`config.mk`:
```
export PLATFORM = sky130hd
export DESIGN_NAME = cdd_ctrl_status
export DESIGN_NICKNAME = d
export VERILOG_FILES = /design/src/cdd_pkg.sv /design/src/cdd_ctrl_status.sv
export SDC_FILE = /design/constraint.sdc
export NUM_CORES = 1
export LEC_CHECK = 0
export BUFFER_PORTS_ARGS = -buffer_cell sky130_fd_sc_hd__buf_2
export CORE_MARGIN = 10
export CORE_UTILIZATION = 40
export CTS_CLUSTER_SIZE = 40
export DETAILED_ROUTE_END_ITERATION = 10
export GPL_ROUTABILITY_DRIVEN = 0
export PLACE_DENSITY_LB_ADDON = 0.1
export SLEW_MARGIN = 5
export SYNTH_ARGS = -nofsm -noshare
export SYNTH_HDL_FRONTEND = slang
export SYNTH_SLANG_ARGS = --single-unit
```
`constraint.sdc`:
```
create_clock -name aclk -period 3.8 [get_ports aclk]
set_input_delay 0.57 -clock aclk [delete_from_list [all_inputs] [get_ports aclk]]
set_output_delay 0.57 -clock aclk [all_outputs]
set_load 0.01 [all_outputs]
```
`src/cdd_pkg.sv`:
```
`default_nettype none
package cdd_pkg;
  // Register byte offsets
  localparam logic [7:0] OFS_CTRL_B = 8'h00;
  localparam logic [7:0] OFS_BSTAT = 8'h04;
  localparam logic [7:0] OFS_HERR = 8'h08;
  localparam logic [7:0] OFS_MFSTAT = 8'h0C;
  localparam logic [7:0] OFS_CTRL_A = 8'h10;
  localparam logic [7:0] OFS_HEADER_BYTE_REG0 = 8'h14;
  localparam logic [7:0] OFS_HEADER_BYTE_REG3 = 8'h20;
  // Header registers sit on consecutive words from the first one
  // Control field positions
  localparam int CB_INTERP = 7;
  localparam int CB_DETECT = 6;
  localparam int CB_DESCR = 5;
  localparam int CB_REWRITE = 4;
  localparam int CB_MODE = 3;
  localparam int CB_FORM = 2;
  localparam int CB_MCHK = 1;
  localparam int CB_SHSEL = 0;
  localparam int CA_AUTO = 4;
  localparam int SUBMODE_FORM_BIT = 5;
  // Reset values
  localparam logic [7:0] CTRL_B_RST = 8'h00;
  localparam logic [7:0] CTRL_A_RST = 8'h00;
  localparam logic [7:0] STAT_RST = 8'h00;
  // Block timing, in 16-bit words after the end of sync
  localparam logic [10:0] WC_SYNC_POS = 11'h497;
  localparam logic [10:0] WC_DATA_END = 11'h492;
  localparam logic [10:0] WC_MAX = 11'h7FF;
  localparam int HDR_WORDS = 6;
  // Sync pattern words and scrambler seed
  localparam logic [15:0] SYNC_FIRST = 16'h00FF;
  localparam logic [15:0] SYNC_MID = 16'hFFFF;
  localparam logic [15:0] SYNC_LAST = 16'hFF00;
  localparam logic [14:0] SCR_SEED = 15'h0001;
  // Expected mode byte values
  localparam logic [7:0] MODE1_BYTE = 8'h01;
  localparam logic [7:0] MODE2_BYTE = 8'h02;
  // AXI responses
  localparam logic [1:0] RESP_OKAY = 2'h0;
  localparam logic [1:0] RESP_SLVERR = 2'h2;
  // Block timing states
  typedef enum logic [0:0] {BT_RUN = 1'b0, BT_LONG = 1'b1} cdd_bt_t;
endpackage
`default_nettype wire

```
`src/cdd_ctrl_status.sv`:
```
// Operation
// - Reset clears the second control register.
// - Interpolation enabled inserts a missing sync to keep block timing.
// - Detection enabled realigns block timing to syncs found in the stream.
// - Descramble bit set descrambles data; clear passes raw data.
// - Rewrite bit lets corrected bytes be written back; clear means CRC only.
// - Mode request selects Mode 1 when 0, Mode 2 when 1.
// - Form request selects Form 1 when 0, Form 2 when 1.
// - Mode check with mismatching mode byte disables correction and clears the CRC pass bit.
// - Select bit shows header bytes when 0, sub-header bytes when 1.
// - Reset clears block status and header error flags.
// - CRC pass bit is 1 on CRC pass, 0 on failure.
// - Illegal sync flag when sync found off position and timing realigned.
// - Inserted sync flag when count reaches 1175 with no sync.
// - No interpolation and missing sync extends block, sets long flag.
// - Short flag on early sync; ignored while detection disabled.
// - Erasure flag when any block byte carried an erasure mark.
// - Uncorrectable flag when a byte stays in error after correction.
// - Header error bits: minutes, seconds, frames, mode, sub-header 0..3.
// - Mode/form bits encode 00 Mode1, 10 Mode2 Form1, X1 Form2/impossible.
// - Mode bit copies request; form from request or header when automatic.
// - Form bit forced to 1 whenever correction is impossible.
// - Bits 1..0 preview next form: 00, 01, or 1X on form byte error.
// - Bits 7..4 preview next mode byte, ORed with that byte's erasure mark.
// - Preview 1XXX means mode above 7 or mode byte error.
// - Sub-header view uses bytes 20..23, first copy for flagged bytes.
// - Automatic form bit takes form from sub-header in Mode 2.
//
// Register access over AXI4-Lite and the placing of the registers were left to the implementer.
`timescale 1ns/1ps
`default_nettype none
module cdd_ctrl_status
  import cdd_pkg::*;
#(
  parameter int ADDR_W = 8
) (
  input wire logic aclk,
  input wire logic aresetn,
  input wire logic [ADDR_W-1:0] s_axi_awaddr,
  input wire logic s_axi_awvalid,
  output logic s_axi_awready,
  input wire logic [31:0] s_axi_wdata,
  input wire logic [3:0] s_axi_wstrb,
  input wire logic s_axi_wvalid,
  output logic s_axi_wready,
  output logic [1:0] s_axi_bresp,
  output logic s_axi_bvalid,
  input wire logic s_axi_bready,
  input wire logic [ADDR_W-1:0] s_axi_araddr,
  input wire logic s_axi_arvalid,
  output logic s_axi_arready,
  output logic [31:0] s_axi_rdata,
  output logic [1:0] s_axi_rresp,
  output logic s_axi_rvalid,
  input wire logic s_axi_rready,
  input wire logic din_toggle,
  input wire logic [15:0] din_word,
  input wire logic [1:0] erasure_input,
  input wire logic corr_done,
  input wire logic corr_crc_ok,
  input wire logic corr_uncorrectable,
  output logic out_valid,
  output logic [15:0] out_word,
  output logic block_end,
  output logic corr_enable,
  output logic corr_mode,
  output logic corr_form,
  output logic rewrite_enable
);

  // Register index decode, shared by the read and write paths; 15 is unmapped
  function automatic logic [3:0] reg_sel(input logic [ADDR_W-1:0] a);
    logic [7:0] b;
    b = 8'(a);
    reg_sel = 4'hF;
    if (b[1:0] == 2'h0) begin
      if (b == OFS_CTRL_B) reg_sel = 4'h0;
      else if (b == OFS_BSTAT) reg_sel = 4'h1;
      else if (b == OFS_HERR) reg_sel = 4'h2;
      else if (b == OFS_MFSTAT) reg_sel = 4'h3;
      else if (b == OFS_CTRL_A) reg_sel = 4'h4;
      else if (b >= OFS_HEADER_BYTE_REG0 && b <= OFS_HEADER_BYTE_REG3) reg_sel = 4'(4'h5 + b[5:2] - OFS_HEADER_BYTE_REG0[5:2]);
    end
  endfunction

  // Sixteen scrambler steps: first byte takes the first eight key bits, LSB first
  function automatic logic [30:0] scr_word(input logic [14:0] s);
    logic [14:0] st;
    logic [15:0] key;
    st = s;
    key = 16'h0000;
    for (int k = 0; k < 16; k++) begin
      if (k < 8) key[8 + k] = st[0];
      else key[k - 8] = st[0];
      st = {st[0] ^ st[1], st[14:1]};
    end
    scr_word = {st, key};
  endfunction

  // Pin synchronisers; data must stay stable until the toggle has crossed
  logic [2:0] tog_sync;
  logic [15:0] word_s1, word_s2;
  logic [1:0] era_s1, era_s2;
  always_ff @(posedge aclk) begin
    if (!aresetn) begin
      tog_sync <= 3'h0;
      word_s1 <= 16'h0000;
      word_s2 <= 16'h0000;
      era_s1 <= 2'h0;
      era_s2 <= 2'h0;
    end else begin
      tog_sync <= {tog_sync[1:0], din_toggle};
      word_s1 <= din_word;
      word_s2 <= word_s1;
      era_s1 <= erasure_input;
      era_s2 <= era_s1;
    end
  end
  wire w_stb = tog_sync[2] ^ tog_sync[1];

  // Software-written control
  logic [7:0] decoder_control_b, decoder_control_a;
  wire interp_en = decoder_control_b[CB_INTERP];
  wire detect_en = decoder_control_b[CB_DETECT];
  wire mode_request = decoder_control_b[CB_MODE];
  wire form_request = decoder_control_b[CB_FORM];
  wire mode_check_enable = decoder_control_b[CB_MCHK];
  wire auto_form_enable = decoder_control_a[CA_AUTO];

  // Block timing and header capture state
  cdd_bt_t bt, next_bt;
  logic [10:0] wc, next_wc;
  logic [14:0] scr, next_scr;
  logic [15:0] hist [0:4];
  logic [15:0] next_hist [0:4];
  logic [7:0] hb [0:11];
  logic [7:0] next_hb [0:11];
  logic [11:0] he, next_he;
  logic f_ils, f_ins, f_long, f_short, f_era;
  logic next_f_ils, next_f_ins, next_f_long, next_f_short, next_f_era;
  logic [3:0] pv_mode, next_pv_mode;
  logic [1:0] pv_form, next_pv_form;
  logic next_out_valid, next_block_end;
  logic [15:0] next_out_word;
  logic [4:0] fin_flags;

  // Word strobe: sync search, counting, descrambling and header capture
  always_comb begin
    logic match, at_pos, blk_done;
    logic [30:0] sw;
    logic [15:0] dw;
    match = (hist[4] == SYNC_FIRST) && (word_s2 == SYNC_LAST);
    for (int i = 0; i < 4; i++) match = match && (hist[i] == SYNC_MID);
    at_pos = (wc == WC_SYNC_POS);
    sw = scr_word(scr);
    dw = decoder_control_b[CB_DESCR] ? (word_s2 ^ sw[15:0]) : word_s2;
    blk_done = 1'b0;
    next_bt = bt;
    next_wc = wc;
    next_scr = scr;
    next_hist = hist;
    next_hb = hb;
    next_he = he;
    next_f_ils = f_ils;
    next_f_ins = f_ins;
    next_f_long = f_long;
    next_f_short = f_short;
    next_f_era = f_era;
    fin_flags = {f_ils, f_ins, f_long, f_short, f_era};
    next_pv_mode = pv_mode;
    next_pv_form = pv_form;
    next_out_valid = 1'b0;
    next_out_word = out_word;
    if (w_stb) begin
      next_hist[0] = word_s2;
      for (int i = 1; i < 5; i++) next_hist[i] = hist[i - 1];
      if (|era_s2) next_f_era = 1'b1;
      if (wc < WC_DATA_END) begin
        next_scr = sw[30:16];
        next_out_valid = 1'b1;
        next_out_word = dw;
      end
      if (wc < 11'(HDR_WORDS)) begin
        next_hb[2 * wc[2:0]] = dw[15:8];
        next_hb[2 * wc[2:0] + 1] = dw[7:0];
        next_he[2 * wc[2:0]] = era_s2[1];
        next_he[2 * wc[2:0] + 1] = era_s2[0];
      end
      // Preview of the block now arriving, taken as its bytes pass
      if (wc == 11'h001) begin
        next_pv_mode[3] = (|dw[7:3]) | era_s2[0];
        next_pv_mode[2:0] = dw[2:0] | {3{era_s2[0]}};
      end
      if (wc == 11'h003) next_pv_form = {era_s2[1], dw[8 + SUBMODE_FORM_BIT]};
      if (match && at_pos) begin
        blk_done = 1'b1;
      end else if (match && detect_en) begin
        blk_done = 1'b1;
        next_f_ils = 1'b1;
        if (wc < WC_SYNC_POS) next_f_short = 1'b1;
      end else if (at_pos && bt == BT_RUN) begin
        if (interp_en) begin
          blk_done = 1'b1;
          next_f_ins = 1'b1;
        end else begin
          next_bt = BT_LONG;
          next_f_long = 1'b1;
          next_f_ins = 1'b1;
        end
      end else if (wc == WC_MAX) begin
        blk_done = 1'b1; // Bounds a block that never finds a sync
      end
      // Snapshot before the clear, so flags raised by the closing word still count
      fin_flags = {next_f_ils, next_f_ins, next_f_long, next_f_short, next_f_era};
      if (blk_done) begin
        next_bt = BT_RUN;
        next_wc = 11'h000;
        next_scr = SCR_SEED;
        next_f_ils = 1'b0;
        next_f_ins = 1'b0;
        next_f_long = 1'b0;
        next_f_short = 1'b0;
        next_f_era = 1'b0;
      end else begin
        next_wc = 11'(wc + 11'h001);
      end
    end
    next_block_end = blk_done;
  end

  always_ff @(posedge aclk) begin
    if (!aresetn) begin
      bt <= BT_RUN;
      wc <= 11'h000;
      scr <= SCR_SEED;
      for (int i = 0; i < 5; i++) hist[i] <= 16'h0000;
      for (int i = 0; i < 12; i++) hb[i] <= 8'h00;
      he <= 12'h000;
      {f_ils, f_ins, f_long, f_short, f_era} <= 5'h00;
      pv_mode <= 4'h0;
      pv_form <= 2'h0;
      out_valid <= 1'b0;
      out_word <= 16'h0000;
      block_end <= 1'b0;
    end else begin
      bt <= next_bt;
      wc <= next_wc;
      scr <= next_scr;
      hist <= next_hist;
      hb <= next_hb;
      he <= next_he;
      {f_ils, f_ins, f_long, f_short, f_era} <=
        {next_f_ils, next_f_ins, next_f_long, next_f_short, next_f_era};
      pv_mode <= next_pv_mode;
      pv_form <= next_pv_form;
      out_valid <= next_out_valid;
      out_word <= next_out_word;
      block_end <= next_block_end;
    end
  end

  // Pending results of the finished block, then published on corr_done
  logic [4:0] pend_flags, next_pend_flags;
  logic [7:0] pend_herr, next_pend_herr;
  logic [7:0] pend_hdr [0:7];
  logic [7:0] next_pend_hdr [0:7];
  logic pend_form, next_pend_form, pend_chk_ok, next_pend_chk_ok;
  logic next_corr_enable, next_corr_mode, next_corr_form, next_rewrite_enable;
  logic [7:0] block_status_a, header_error_flags, mode_form_status;
  logic [7:0] next_bstat, next_herr, next_mfstat;
  logic [7:0] head_reg [0:7];
  logic [7:0] next_head_reg [0:7];

  always_comb begin
    logic [7:0] submode;
    logic form_raw, mchk_bad, impossible, sub_err;
    submode = he[10] ? hb[6] : hb[10];
    form_raw = auto_form_enable ? submode[SUBMODE_FORM_BIT] : form_request;
    mchk_bad = mode_check_enable &&
      ((hb[3] != (mode_request ? MODE2_BYTE : MODE1_BYTE)) || he[3]);
    sub_err = mode_request && he[10] && he[6];
    impossible = fin_flags[4] || fin_flags[2] || (mode_request && form_raw) || sub_err ||
      mchk_bad;
    next_pend_flags = pend_flags;
    next_pend_herr = pend_herr;
    next_pend_hdr = pend_hdr;
    next_pend_form = pend_form;
    next_pend_chk_ok = pend_chk_ok;
    next_corr_enable = corr_enable;
    next_corr_mode = corr_mode;
    next_corr_form = corr_form;
    next_rewrite_enable = rewrite_enable;
    if (next_block_end) begin
      next_pend_flags = {fin_flags[4:2], fin_flags[1] & detect_en, fin_flags[0]};
      next_pend_herr = {he[0], he[1], he[2], he[3], he[8], he[9], he[10], he[11]};
      for (int i = 0; i < 4; i++) begin
        next_pend_hdr[i] = hb[i];
        next_pend_hdr[4 + i] = he[8 + i] ? hb[4 + i] : hb[8 + i];
      end
      next_pend_form = (mode_request & form_raw) | impossible;
      next_pend_chk_ok = !mchk_bad;
      next_corr_enable = !mchk_bad;
      next_corr_mode = mode_request;
      next_corr_form = form_raw;
      next_rewrite_enable = decoder_control_b[CB_REWRITE];
    end
    next_bstat = block_status_a;
    next_herr = header_error_flags;
    next_head_reg = head_reg;
    next_mfstat = {pv_mode, mode_form_status[3:2], pv_form};
    if (corr_done) begin
      next_bstat = {corr_crc_ok & pend_chk_ok, pend_flags[4:2], 1'b0,
        pend_flags[1:0], corr_uncorrectable};
      next_herr = pend_herr;
      next_head_reg = pend_hdr;
      next_mfstat[3:2] = {decoder_control_b[CB_MODE], pend_form};
    end
  end

  always_ff @(posedge aclk) begin
    if (!aresetn) begin
      pend_flags <= 5'h00;
      pend_herr <= 8'h00;
      for (int i = 0; i < 8; i++) pend_hdr[i] <= 8'h00;
      for (int i = 0; i < 8; i++) head_reg[i] <= 8'h00;
      pend_form <= 1'b0;
      pend_chk_ok <= 1'b0;
      corr_enable <= 1'b0;
      corr_mode <= 1'b0;
      corr_form <= 1'b0;
      rewrite_enable <= 1'b0;
      block_status_a <= STAT_RST;
      header_error_flags <= STAT_RST;
      mode_form_status <= STAT_RST;
    end else begin
      pend_flags <= next_pend_flags;
      pend_herr <= next_pend_herr;
      pend_hdr <= next_pend_hdr;
      head_reg <= next_head_reg;
      pend_form <= next_pend_form;
      pend_chk_ok <= next_pend_chk_ok;
      corr_enable <= next_corr_enable;
      corr_mode <= next_corr_mode;
      corr_form <= next_corr_form;
      rewrite_enable <= next_rewrite_enable;
      block_status_a <= next_bstat;
      header_error_flags <= next_herr;
      mode_form_status <= next_mfstat;
    end
  end

  // AXI4-Lite slave: address and data taken in either order, one of each held
  logic aw_held, w_held, next_aw_held, next_w_held;
  logic [ADDR_W-1:0] aw_addr, next_aw_addr;
  logic [7:0] w_byte, next_w_byte;
  logic w_lane, next_w_lane;
  logic [7:0] next_ctrl_b, next_ctrl_a;
  logic next_awready, next_wready, next_bvalid, next_arready, next_rvalid;
  logic [1:0] next_bresp, next_rresp;
  logic [31:0] next_rdata;

  always_comb begin
    logic [3:0] ws, rs;
    logic [7:0] rv;
    ws = 4'hF;
    rs = 4'hF;
    rv = 8'h00;
    next_aw_held = aw_held;
    next_w_held = w_held;
    next_aw_addr = aw_addr;
    next_w_byte = w_byte;
    next_w_lane = w_lane;
    next_ctrl_b = decoder_control_b;
    next_ctrl_a = decoder_control_a;
    next_bvalid = s_axi_bvalid;
    next_bresp = s_axi_bresp;
    next_rvalid = s_axi_rvalid;
    next_rresp = s_axi_rresp;
    next_rdata = s_axi_rdata;
    if (s_axi_awvalid && s_axi_awready) begin
      next_aw_held = 1'b1;
      next_aw_addr = s_axi_awaddr;
    end
    if (s_axi_wvalid && s_axi_wready) begin
      next_w_held = 1'b1;
      next_w_byte = s_axi_wdata[7:0];
      next_w_lane = s_axi_wstrb[0];
    end
    if (s_axi_bvalid && s_axi_bready) next_bvalid = 1'b0;
    // Register writes; only lane 0 carries bits, read-only targets ignore data
    ws = reg_sel(aw_addr);
    if (aw_held && w_held && !s_axi_bvalid) begin
      next_aw_held = 1'b0;
      next_w_held = 1'b0;
      next_bvalid = 1'b1;
      next_bresp = (ws == 4'hF) ? RESP_SLVERR : RESP_OKAY;
      if (w_lane && ws == 4'h0) next_ctrl_b = w_byte;
      if (w_lane && ws == 4'h4) next_ctrl_a = w_byte;
    end
    if (s_axi_rvalid && s_axi_rready) next_rvalid = 1'b0;
    rs = reg_sel(s_axi_araddr);
    case (rs)
      4'h0: rv = decoder_control_b;
      4'h1: rv = block_status_a;
      4'h2: rv = header_error_flags;
      4'h3: rv = mode_form_status;
      4'h4: rv = decoder_control_a;
      4'h5, 4'h6, 4'h7, 4'h8: rv = head_reg[{decoder_control_b[CB_SHSEL], 2'(rs - 4'h5)}];
      default: rv = 8'h00;
    endcase
    if (s_axi_arvalid && s_axi_arready) begin
      next_rvalid = 1'b1;
      next_rdata = {24'h000000, rv};
      next_rresp = (rs == 4'hF) ? RESP_SLVERR : RESP_OKAY;
    end
    next_awready = !next_aw_held;
    next_wready = !next_w_held;
    next_arready = !next_rvalid;
  end

  always_ff @(posedge aclk) begin
    if (!aresetn) begin
      aw_held <= 1'b0;
      w_held <= 1'b0;
      aw_addr <= '0;
      w_byte <= 8'h00;
      w_lane <= 1'b0;
      decoder_control_b <= CTRL_B_RST;
      decoder_control_a <= CTRL_A_RST;
      s_axi_awready <= 1'b0;
      s_axi_wready <= 1'b0;
      s_axi_bvalid <= 1'b0;
      s_axi_bresp <= RESP_OKAY;
      s_axi_arready <= 1'b0;
      s_axi_rvalid <= 1'b0;
      s_axi_rresp <= RESP_OKAY;
      s_axi_rdata <= 32'h00000000;
    end else begin
      aw_held <= next_aw_held;
      w_held <= next_w_held;
      aw_addr <= next_aw_addr;
      w_byte <= next_w_byte;
      w_lane <= next_w_lane;
      decoder_control_b <= next_ctrl_b;
      decoder_control_a <= next_ctrl_a;
      s_axi_awready <= next_awready;
      s_axi_wready <= next_wready;
      s_axi_bvalid <= next_bvalid;
      s_axi_bresp <= next_bresp;
      s_axi_arready <= next_arready;
      s_axi_rvalid <= next_rvalid;
      s_axi_rresp <= next_rresp;
      s_axi_rdata <= next_rdata;
    end
  end

endmodule
`default_nettype wire

```
* Word-level counts from Yosys, hierarchy flattened
Index checks and enable logic that the tools add are counted.
** Word-level totals
- Flip-flop bits (word level) :: 504
- Input port bits :: 81
- Output and inout port bits :: 63
- Word-level logic and storage cells :: 302
** Operators by class
- Add/sub/neg operators :: 7
- $lt $le $gt $ge :: 16
- Eq/ne operators :: 33
- Muxes and demuxes :: 82
- Bitwise gates (word level) :: 28
- Reductions and logical operators :: 58
** Operators with widths (number)
- bitwise mux 96 bit :: 2
- equality test 16 bit, second input constant :: 5
- greater-or-equal comparator 33 x 5 -> 1 bit, second input constant :: 2
- < comparator 33 x 1 -> 1 bit, second input constant :: 2
- demux 8 bit (select 4 bit) :: 2
- 2-to-1 mux 8 bit :: 8
- 2-to-1 mux 4 bit :: 14
- case mux 8 bit (6 select lines) :: 1
- 2-to-1 mux 1 bit :: 42
- inverter 32 -> 33 bit :: 1
- inverter 4 -> 33 bit :: 1
- equality test 8 x 4 -> 1 bit, second input constant :: 4
- 2-to-1 mux 15 bit :: 2
- logical AND 1 bit :: 27
- binary-select mux 8 bit (select 3 bit) :: 1
- bitwise mux 12 bit :: 2
- equality test 11 bit, second input constant :: 2
- < comparator 11 bit, second input constant :: 2
- equality test 4 x 3 -> 1 bit, second input constant :: 5
- bitwise XOR 1 bit :: 17
- equality test 16 x 8 -> 1 bit, second input constant :: 1
- equality test 8 x 3 -> 1 bit, second input constant :: 2
- equality test 8 x 5 -> 1 bit, second input constant :: 2
- greater-or-equal comparator 8 x 5 -> 1 bit, second input constant :: 2
- 42 further kinds :: 75

* Longest topological paths before layout
Gate-level depths: netlist (run 1).
- Word-level depth :: 15
- Gate-level depth with buffers :: 14
- Gate-level depth less buffers :: 11

* Worst setup path after synthesis (run 1)
Ideal clock, no wire load.
- Path type :: input port to flip-flop
- Start point :: input s_axi_araddr[1]
- End point :: register s_axi_rdata[5]
- Library setup time :: 0.125 ns
- Arrival time :: 3.784 ns
- Required time :: 3.675 ns
- Slack :: -0.109 ns
- Stages on the path :: 11
- Buffers on the path :: 3
- Path through :: nor4_1 -> nand2_1 -> nor2_1 -> buf_2 -> inv_1 -> ha_1 -> clkbuf_1 -> buf_1 -> mux4_2 -> mux2i_1 -> o21ai_1
** On the way
- Cells in the longest elaborated chain, start to end :: 15
- Elaborated cells between the ends (all ways) :: 32
- Those cells by class :: 1 x add/sub; 2 x order compare; 12 x eq/ne; 11 x mux; 1 x bitwise; 5 x reduce/logical
** Ends and longest elaborated chain
- from (decl) :: line cdd_ctrl_status.sv:49 : input wire logic [ADDR_W-1:0] s_axi_araddr,
- greater-or-equal comparator 8 x 5 -> 1 bit or <= comparator 8 x 6 -> 1 bit (tied branches) :: line cdd_ctrl_status.sv:82 : else if (b >= OFS_HEADER_BYTE_REG0 && b <= OFS_HEADER_BYTE_REG3) reg_sel = 4'(4'h5 + b[5:2] - OFS_HEADER_BYTE_ ...
- logical AND 1 bit :: line cdd_ctrl_status.sv:82
- 2-to-1 mux 4 bit :: line cdd_ctrl_status.sv:82
- 2-to-1 mux 4 bit :: line cdd_ctrl_status.sv:81 : else if (b == OFS_CTRL_A) reg_sel = 4'h4;
- 2-to-1 mux 4 bit :: line cdd_ctrl_status.sv:80 : else if (b == OFS_MFSTAT) reg_sel = 4'h3;
- 2-to-1 mux 4 bit :: line cdd_ctrl_status.sv:79 : else if (b == OFS_HERR) reg_sel = 4'h2;
- 2-to-1 mux 4 bit :: line cdd_ctrl_status.sv:78 : else if (b == OFS_BSTAT) reg_sel = 4'h1;
- 2-to-1 mux 4 bit :: line cdd_ctrl_status.sv:77 : if (b == OFS_CTRL_B) reg_sel = 4'h0;
- 2-to-1 mux 4 bit (*) :: line cdd_ctrl_status.sv:76 : if (b[1:0] == 2'h0) begin
- subtractor 2 x 1 -> 2 bit :: line cdd_ctrl_status.sv:408 : 4'h5, 4'h6, 4'h7, 4'h8: rv = head_reg[{decoder_control_b[CB_SHSEL], 2'(rs - 4'h5)}];
- inverter 3 -> 4 bit (not written as such) :: line cdd_ctrl_status.sv:408
- binary-select mux 8 bit (select 3 bit) :: line cdd_ctrl_status.sv:408
- 2-to-1 mux 8 bit (not written as such) (2 in a row) :: line cdd_ctrl_status.sv:408
- case mux 8 bit (6 select lines) (*) :: line cdd_ctrl_status.sv:402 : case (rs)
- to (signal assigned) :: line cdd_ctrl_status.sv:453 : s_axi_rdata <= next_rdata;
- to (decl) :: line cdd_ctrl_status.sv:52 : output logic [31:0] s_axi_rdata,
Mark *: on every way between the ends. The rest lies on a longest branch, timed or not. The select of a mux whose other input is x is not followed.
A chain may end at the register's enable or synchronous reset.

* Worst setup path in the final report (run 1)
- Start point :: register word_s2[4]
- End point :: register pend_hdr[19] (netlist name)
** On the way
- Cells in the longest elaborated chain, start to end :: 11
- Elaborated cells between the ends (all ways) :: 12
- Those cells by class :: 1 x eq/ne; 4 x mux; 7 x reduce/logical
** Ends and longest elaborated chain
- from (decl) :: line cdd_ctrl_status.sv:102 : logic [15:0] word_s1, word_s2;
- from (signal assigned) :: line cdd_ctrl_status.sv:114 : word_s2 <= word_s1;
- equality test 16 bit (*) :: line cdd_ctrl_status.sv:152 : match = (hist[4] == SYNC_FIRST) && (word_s2 == SYNC_LAST);
- logical AND 1 bit (*) :: line cdd_ctrl_status.sv:152
- logical AND 1 bit (*) (4 in a row) :: line cdd_ctrl_status.sv:153 : for (int i = 0; i < 4; i++) match = match && (hist[i] == SYNC_MID);
- logical AND 1 bit :: line cdd_ctrl_status.sv:197 : end else if (match && detect_en) begin
- 2-to-1 mux 1 bit :: line cdd_ctrl_status.sv:197
- 2-to-1 mux 1 bit (*) :: line cdd_ctrl_status.sv:195 : if (match && at_pos) begin
- 2-to-1 mux 1 bit (*) (2 in a row) :: line cdd_ctrl_status.sv:174 : if (w_stb) begin
- to (signal assigned) :: line cdd_ctrl_status.sv:338 : pend_hdr <= next_pend_hdr;
- to (decl) :: line cdd_ctrl_status.sv:265 : logic [7:0] pend_hdr [0:7];
Marks and branches as above.

==> results.json, run 1 <==
{
  "tightestPinTransition_ps": 1130,
  "place_hpwl_um": 32530,
  "antenna_cells": 0,
  "clk_path_buf_depth": 3,
  "vias_per_cell": 5.247,
  "p_per_area_mw_per_mm2": 498.4,
  "synth_edf_count": 0,
  "cp_max_fo": 31,
  "status": "finished clean",
  "root_buffer": "clkbuf_16",
  "pin_count": 144,
  "grt_busiest_layer": "met2",
  "fp.dieH_um": 239.3,
  "setup_tns_ps": 0,
  "final.setup_skew_ps": 11.64,
  "final_hold_viol_count": 0,
  "synthSimpleGateAreaFrac_pct": 16.03,
  "synthAdderAreaFrac_pct": 0.3904,
  "clkLatencyLatePin_ps": 590,
  "remaining_drc_errors": 0,
  "synth_mux_area_share_pct": 9.474,
  "post_drt_wl_per_cell_um": 18.57,
  "yosys.area.top_type": "dfxtp_1",
  "synth_xor_area_share_pct": 1.959,
  "area_growth_pct": 13.74,
  "numCtsBuffers": 53,
  "cts_tree": "done",
  "core_sq_mm": 0.04765,
  "p_leak_nw": 7.634,
  "top_register": "hb",
  "clock-sinks": 499,
  "critPathArrivalTime_ps": 3570,
  "drtIter0Drc": 1086,
  "rsz0062_at_grt": "false",
  "drt-total-wl_um": 51030,
  "setup_viol": 0,
  "fmax_ghz": 0.3193,
  "synth_top_area_share_pct": 51.95,
  "grt_overflow": 0,
  "finalCritPeriodShare_pct": 82.41,
  "detail-route-antenna-nets": 0,
  "irDropWorstVdd_uv": 315.0,
  "synth_area_sq_mm": 0.01923,
  "die_w_um": 239.3,
  "reg_top3": "hb: 96 flops, hist: 80 flops",
  "met1_usage_pct": 24.07,
  "largest_register_ffs": 96,
  "cp-end-kind": "flop",
  "yosys-top-cells-area": "dfxtp_1 52%, mux2i_1 7.6%, a211oi_1 5.9%",
  "use_met3_pct": 2.528,
  "synth_compound_area_share_pct": 15.57,
  "met2_usage_pct": 28.34,
  "portBuffers": 90,
  "fp-row-count": 80,
  "firstDrtPassIters": 5,
  "clk_pin_slew_worst_paths_ps": 60,
  "place_area_sq_mm": 0.02017,
  "grt_pass1_wl_um": 80850,
  "grt_use_total_pct": 17.60,
  "synthFlopType": "dfxtp_1",
  "nNetsFinal": 2179,
  "required_ps": 4230,
  "min_path_type": "in -> reg",
  "postSynthAreaPerCell_sq_um": 9.312,
  "timing.max_cap.violations": 0,
  "min_period_ps": 3131,
  "ys_async_sr_fraction_pct": 0,
  "final_area_sq_mm": 0.02187,
  "yosysWarnings": 0,
  "post_cts_resized": 0,
  "cts_setup_buffers": 0,
  "grt_pass1_vias": 13980,
  "die_area_sq_mm": 0.05724,
  "synth_cells": 2065,
  "start_kind": "flop",
  "synth_top_family_by_area": "simple AND/OR/NAND/NOR gates",
  "initial_core_util_pct": 40.36,
  "cts.htree.levels": 2,
  "ctsHoldBuffers": 0,
  "vias": 14420,
  "relSlewSlack_pct": 24.39,
  "ys_types": 65,
  "critPathKind": "reg -> reg",
  "grt_max_degree": 138,
  "slew_viol_final": 0,
  "yosysSeqAreaShare_pct": 51.95,
  "drive_gt1_share_pct": 11.91,
  "synth_seq_cells": 499,
  "antenna_found_initial": 0
}
where the power goes:
part / switching, W / internal [W] / total (W)
clock network: 0.00207 / 0.00296 / 0.00503
logic: 0.000346 / 0.000154 / 0.000501
registers: 0.0000554 / 0.00531 / 0.00536
routing by layer:
| metal | vias up | share of wire, % |
|---|---|---|
| li1 | 7233 | - |
| met1 | 6852 | 48 |
| met2 | 270 | 46 |
| met3 | 63 | 4.0 |
| met4 | 0 | 2.1 |
| met5 | - | 0 |
cell families after synthesis:
family	Yosys count
other cells	1
mux	162
flops	499
buf+inv	197
xor+xnor	43
simple gates	682
compound gates	475
fa+ha+maj	6
path summary, 6_finish.rpt:
| kind | cells after the start | endpoint | start | slack, ps |
|---|---|---|---|---|
| worst max-delay path | 7 | pend_hdr[19]$_SDFFE_PN0P_ | word_s2[4]$_SDFF_PN0_ | 670 |
| worst min-delay path | 2 | word_s1[9]$_SDFF_PN0_ | din_word[9] | 190 |
| worst max register to register | 7 | pend_hdr[19]$_SDFFE_PN0P_ | word_s2[4]$_SDFF_PN0_ | 670 |
| worst min register to register | 1 | word_s2[7]$_SDFF_PN0_ | word_s1[7]$_SDFF_PN0_ | 430 |
layout by cell type (no fill, tap or decap), types with 8 or more instances in the layout:
master | netlist | routed
a211oi_1 | 150 | 150
a21oi_1 | 197 | 197
a22oi_1 | 8 | 8
a31oi_1 | 10 | 10
a32oi_1 | 9 | 9
and2_1 | 51 | 51
buf_2 | 26 | 89
buf_4 | 30 | 37
clkbuf_1 | 122 | 15
clkbuf_16 | 0 | 53
clkbuf_8 | 0 | 17
clkinv_2 | 0 | 8
conb_1 | 1 | 26
dfxtp_1 | 499 | 499
inv_1 | 10 | 10
mux2i_1 | 146 | 146
mux4_2 | 16 | 16
nand2_1 | 232 | 232
nand3_1 | 57 | 57
nand4_1 | 19 | 19
nor2_1 | 255 | 252
nor3_1 | 8 | 8
nor4_1 | 11 | 11
o21ai_0 | 45 | 45
o21ai_1 | 13 | 13
o2bb2ai_1 | 14 | 14
xnor2_1 | 19 | 18
xor2_1 | 24 | 23
synth_stat cells, types with 16 or more instances:
master / number
xnor2_1: 19
buf_4: 30
dfxtp_1: 499
a211oi_1: 150
mux2i_1: 146
xor2_1: 24
clkbuf_1: 122
and2_1: 51
buf_2: 26
mux4_2: 16
a21oi_1: 197
nand2_1: 232
nor2_1: 255
nand4_1: 19
o21ai_0: 45
nand3_1: 57
cell type report:
class / count / area [sq um]
fill: 4640 / 25780
sequential: 499 / 9990
multi-input combinational: 1394 / 8494
clock buffer: 85 / 1617
timing repair buffer: 133 / 863.3
tap: 615 / 769.5
clock inverter: 11 / 87.58
inverter: 11 / 48.80
worst max-delay path: stages, from the launching register on:
cell,delay (ps)
dfxtp_1,350
or4b_1,540
nor4_2,320
nand4_2,340
o31a_2,610
nor2_2,430
buf_12,260
a211oi_1,100
per-stage QoR:
| step | hold WS, ps | power (W) | utilization, % | setup slack, ps | instances |
|---|---|---|---|---|---|
| floorplan | 411.9 | 0.005812 | - | 138.1 | 2090 |
| global placement | 415.6 | 0.005978 | 42.32 | 260.2 | 2652 |
| detailed placement | 416.9 | 0.005984 | 42.32 | 173.5 | 2652 |
| CTS | 151.7 | 0.01103 | 45.90 | 644.5 | 2748 |
| global route | 175.2 | 0.01129 | 45.90 | 392.3 | 2748 |
| finish | 186.8 | 0.01090 | 45.90 | 668.6 | 2748 |
(Power assumes the default switching activity.)
==> run 2, diff against run 1 <==
==> constraint.sdc (replaced) <==
create_clock -name aclk -period 3.2 [get_ports aclk]
set_input_delay 0.48 -clock aclk [delete_from_list [all_inputs] [get_ports aclk]]
set_output_delay 0.48 -clock aclk [all_outputs]
set_load 0.01 [all_outputs]
==> run 2 against run 1 <==
Compared with the run above: die area stayed put; core utilization is 0.61 points higher; largest cell class unchanged; highest routed layer unchanged; via count hardly changed.
==> results.json, run 2 (synthesis gave the netlist of run 1 again) <==
{
  "status": "finished clean",
  "die_area_sq_mm": 0.05724,
  "firstDrtPassIters": 5,
  "min_path_type": "in -> reg",
  "finalPower_w": 0.01319,
  "layoutNonFillerInstCount": 2770,
  "clk_path_buf_depth": 3,
  "die_w_um": 239.3,
  "ctsHoldBuffers": 0,
  "tightestPinTransition_ps": 1285,
  "drtIter0Drc": 1034,
  "final_hold_viol_count": 0,
  "cp-end-kind": "flop",
  "fp-row-count": 80,
  "cp-startpoint": "word_s2[9]$_SDFF_PN0_",
  "largest_register_ffs": 96,
  "min_period_ps": 2831,
  "drive_gt1_share_pct": 13.27,
  "grt_overflow": 0,
  "remaining_drc_errors": 0,
  "grt_pass1_wl_um": 80540,
  "detail-route-antenna-nets": 0,
  "cp.buffers_inverters": 1,
  "drt-total-wl_um": 51180,
  "timing.max_cap.violations": 0,
  "nFillCells": 4594,
  "initial_core_util_pct": 40.36,
  "cp_max_fo": 34,
  "critPathArrivalTime_ps": 3300,
  "relSlewSlack_pct": 14.02,
  "clock-sinks": 499,
  "cp_slowest_cell": "o31a_2",
  "post_drt_wl_per_cell_um": 18.48,
  "critPathKind": "reg -> reg",
  "finalCritPeriodShare_pct": 88.48,
  "grt_pass1_vias": 14010,
  "multi_input_area_sq_mm": 0.008513,
  "numCtsBuffers": 54,
  "root_buffer": "clkbuf_16",
  "final.setup_skew_ps": 16.50,
  "antenna_found_initial": 1,
  "vias": 14420,
  "cts.htree.levels": 2,
  "reg_top3": "hb: 96 flops, hist: 80 flops",
  "nNetsFinal": 2202,
  "hold_start": "din_word[3]",
  "rsz0062_at_grt": "false",
  "clkLatencyLatePin_ps": 600,
  "vias_per_cell": 5.207,
  "area.sequential_sq_mm": 0.009990,
  "layout.cells.most_common_list": "499 x dfxtp_1, 252 x nor2_1, 232 x nand2_1",
  "core_sq_mm": 0.04765,
  "setup_tns_ps": 0,
  "grt_use_total_pct": 17.67,
  "place_hpwl_um": 32590,
  "fp.dieH_um": 239.3,
  "area_growth_pct": 15.24,
  "slew_viol_final": 0,
  "crit_family": "simple AND/OR/NAND/NOR gates",
  "start_kind": "flop",
  "antenna_cells": 0,
  "layout_commonest_cell": "dfxtp_1",
  "cp_cell_sequence": "or4b_1 -> nor4_2 -> nand4_2 -> o31a_2 -> buf_4 -> o21ai_0 -> a21oi_1",
  "r2r_start": "word_s2[9]$_SDFF_PN0_",
  "irDropWorstVdd_uv": 323.2,
  "clk_pin_slew_worst_paths_ps": 60,
  "fmax_ghz": 0.3532,
  "cts_tree": "done",
  "portBuffers": 90,
  "post_cts_resized": 0,
  "slowest_delay_ps": 530,
  "setup_viol": 0,
  "required_ps": 3660,
  "p_per_area_mw_per_mm2": 595.5,
  "grt_max_degree": 99,
  "dp_cells": 2674,
  "p_leak_nw": 7.794,
  "cts_setup_buffers": 0,
  "pin_count": 144,
  "top_register": "hb"
}
[run 2: changes by cell type in the layout (fill, tap and decap cells not counted), sizes merged]
cell and delta:
clkinv +3, clkinvlp +2, clkbuf -5, buf +22, inv -1, bufinv +1
[run 2: per-layer routing]
metal	GRT usage, %	vias to the layer above	wire, um
li1	-	7292	-
met1	23.72	6825	23790
met2	28.65	247	24060
met3	2.735	60	2251
met4	5.557	0	1088
met5	0	-	0
[run 2: where the power goes]
part	total, W	switching [W]	internal (W)
clock	0.00622	0.00251	0.00371
sequential	0.00637	0.0000661	0.00631
combinational	0.000605	0.000414	0.000191
[run 2: worst paths after layout]
kind | endpoint | slack, ps | depth (start not counted)
hold reg to reg | word_s2[9]$_SDFF_PN0_ | 430 | 1
hold / removal | word_s1[3]$_SDFF_PN0_ | 80 | 2
setup / recovery | pend_hdr[43]$_SDFFE_PN0P_ | 370 | 7
setup reg to reg | pend_hdr[43]$_SDFFE_PN0P_ | 370 | 7
[run 2: worst register-to-register path: stages (launching register included)]
cell     delay, ps
dfxtp_1        410
or4b_1         490
nor4_2         300
nand4_2        340
o31a_2         530
buf_4          300
o21ai_0        240
a21oi_1         90
[run 2: cell type report]
cell class	instances	share of cell area, %
Clock buffer	80	7.448
Inverter	11	0.2202
Timing Repair Buffer	155	4.698
Sequential cell	499	45.08
Clock inverter	16	0.6606
Tap cell	615	3.473
Multi-Input combinational cell	1394	38.42
[run 2: stage by stage]
stage | cell area (sq um) | hold slack, ps | util, % | worst slack (ps)
after floorplan | 19340 | 411.9 | - | 46.91
after global placement | 20360 | 417.5 | 42.74 | 177.8
after detailed placement | 20360 | 418.4 | 42.74 | 190.8
after CTS | 22160 | 46.74 | 46.51 | 312.6
after global routing | 22160 | 69.02 | 46.51 | 142.9
final | 22160 | 84.60 | 46.51 | 368.7
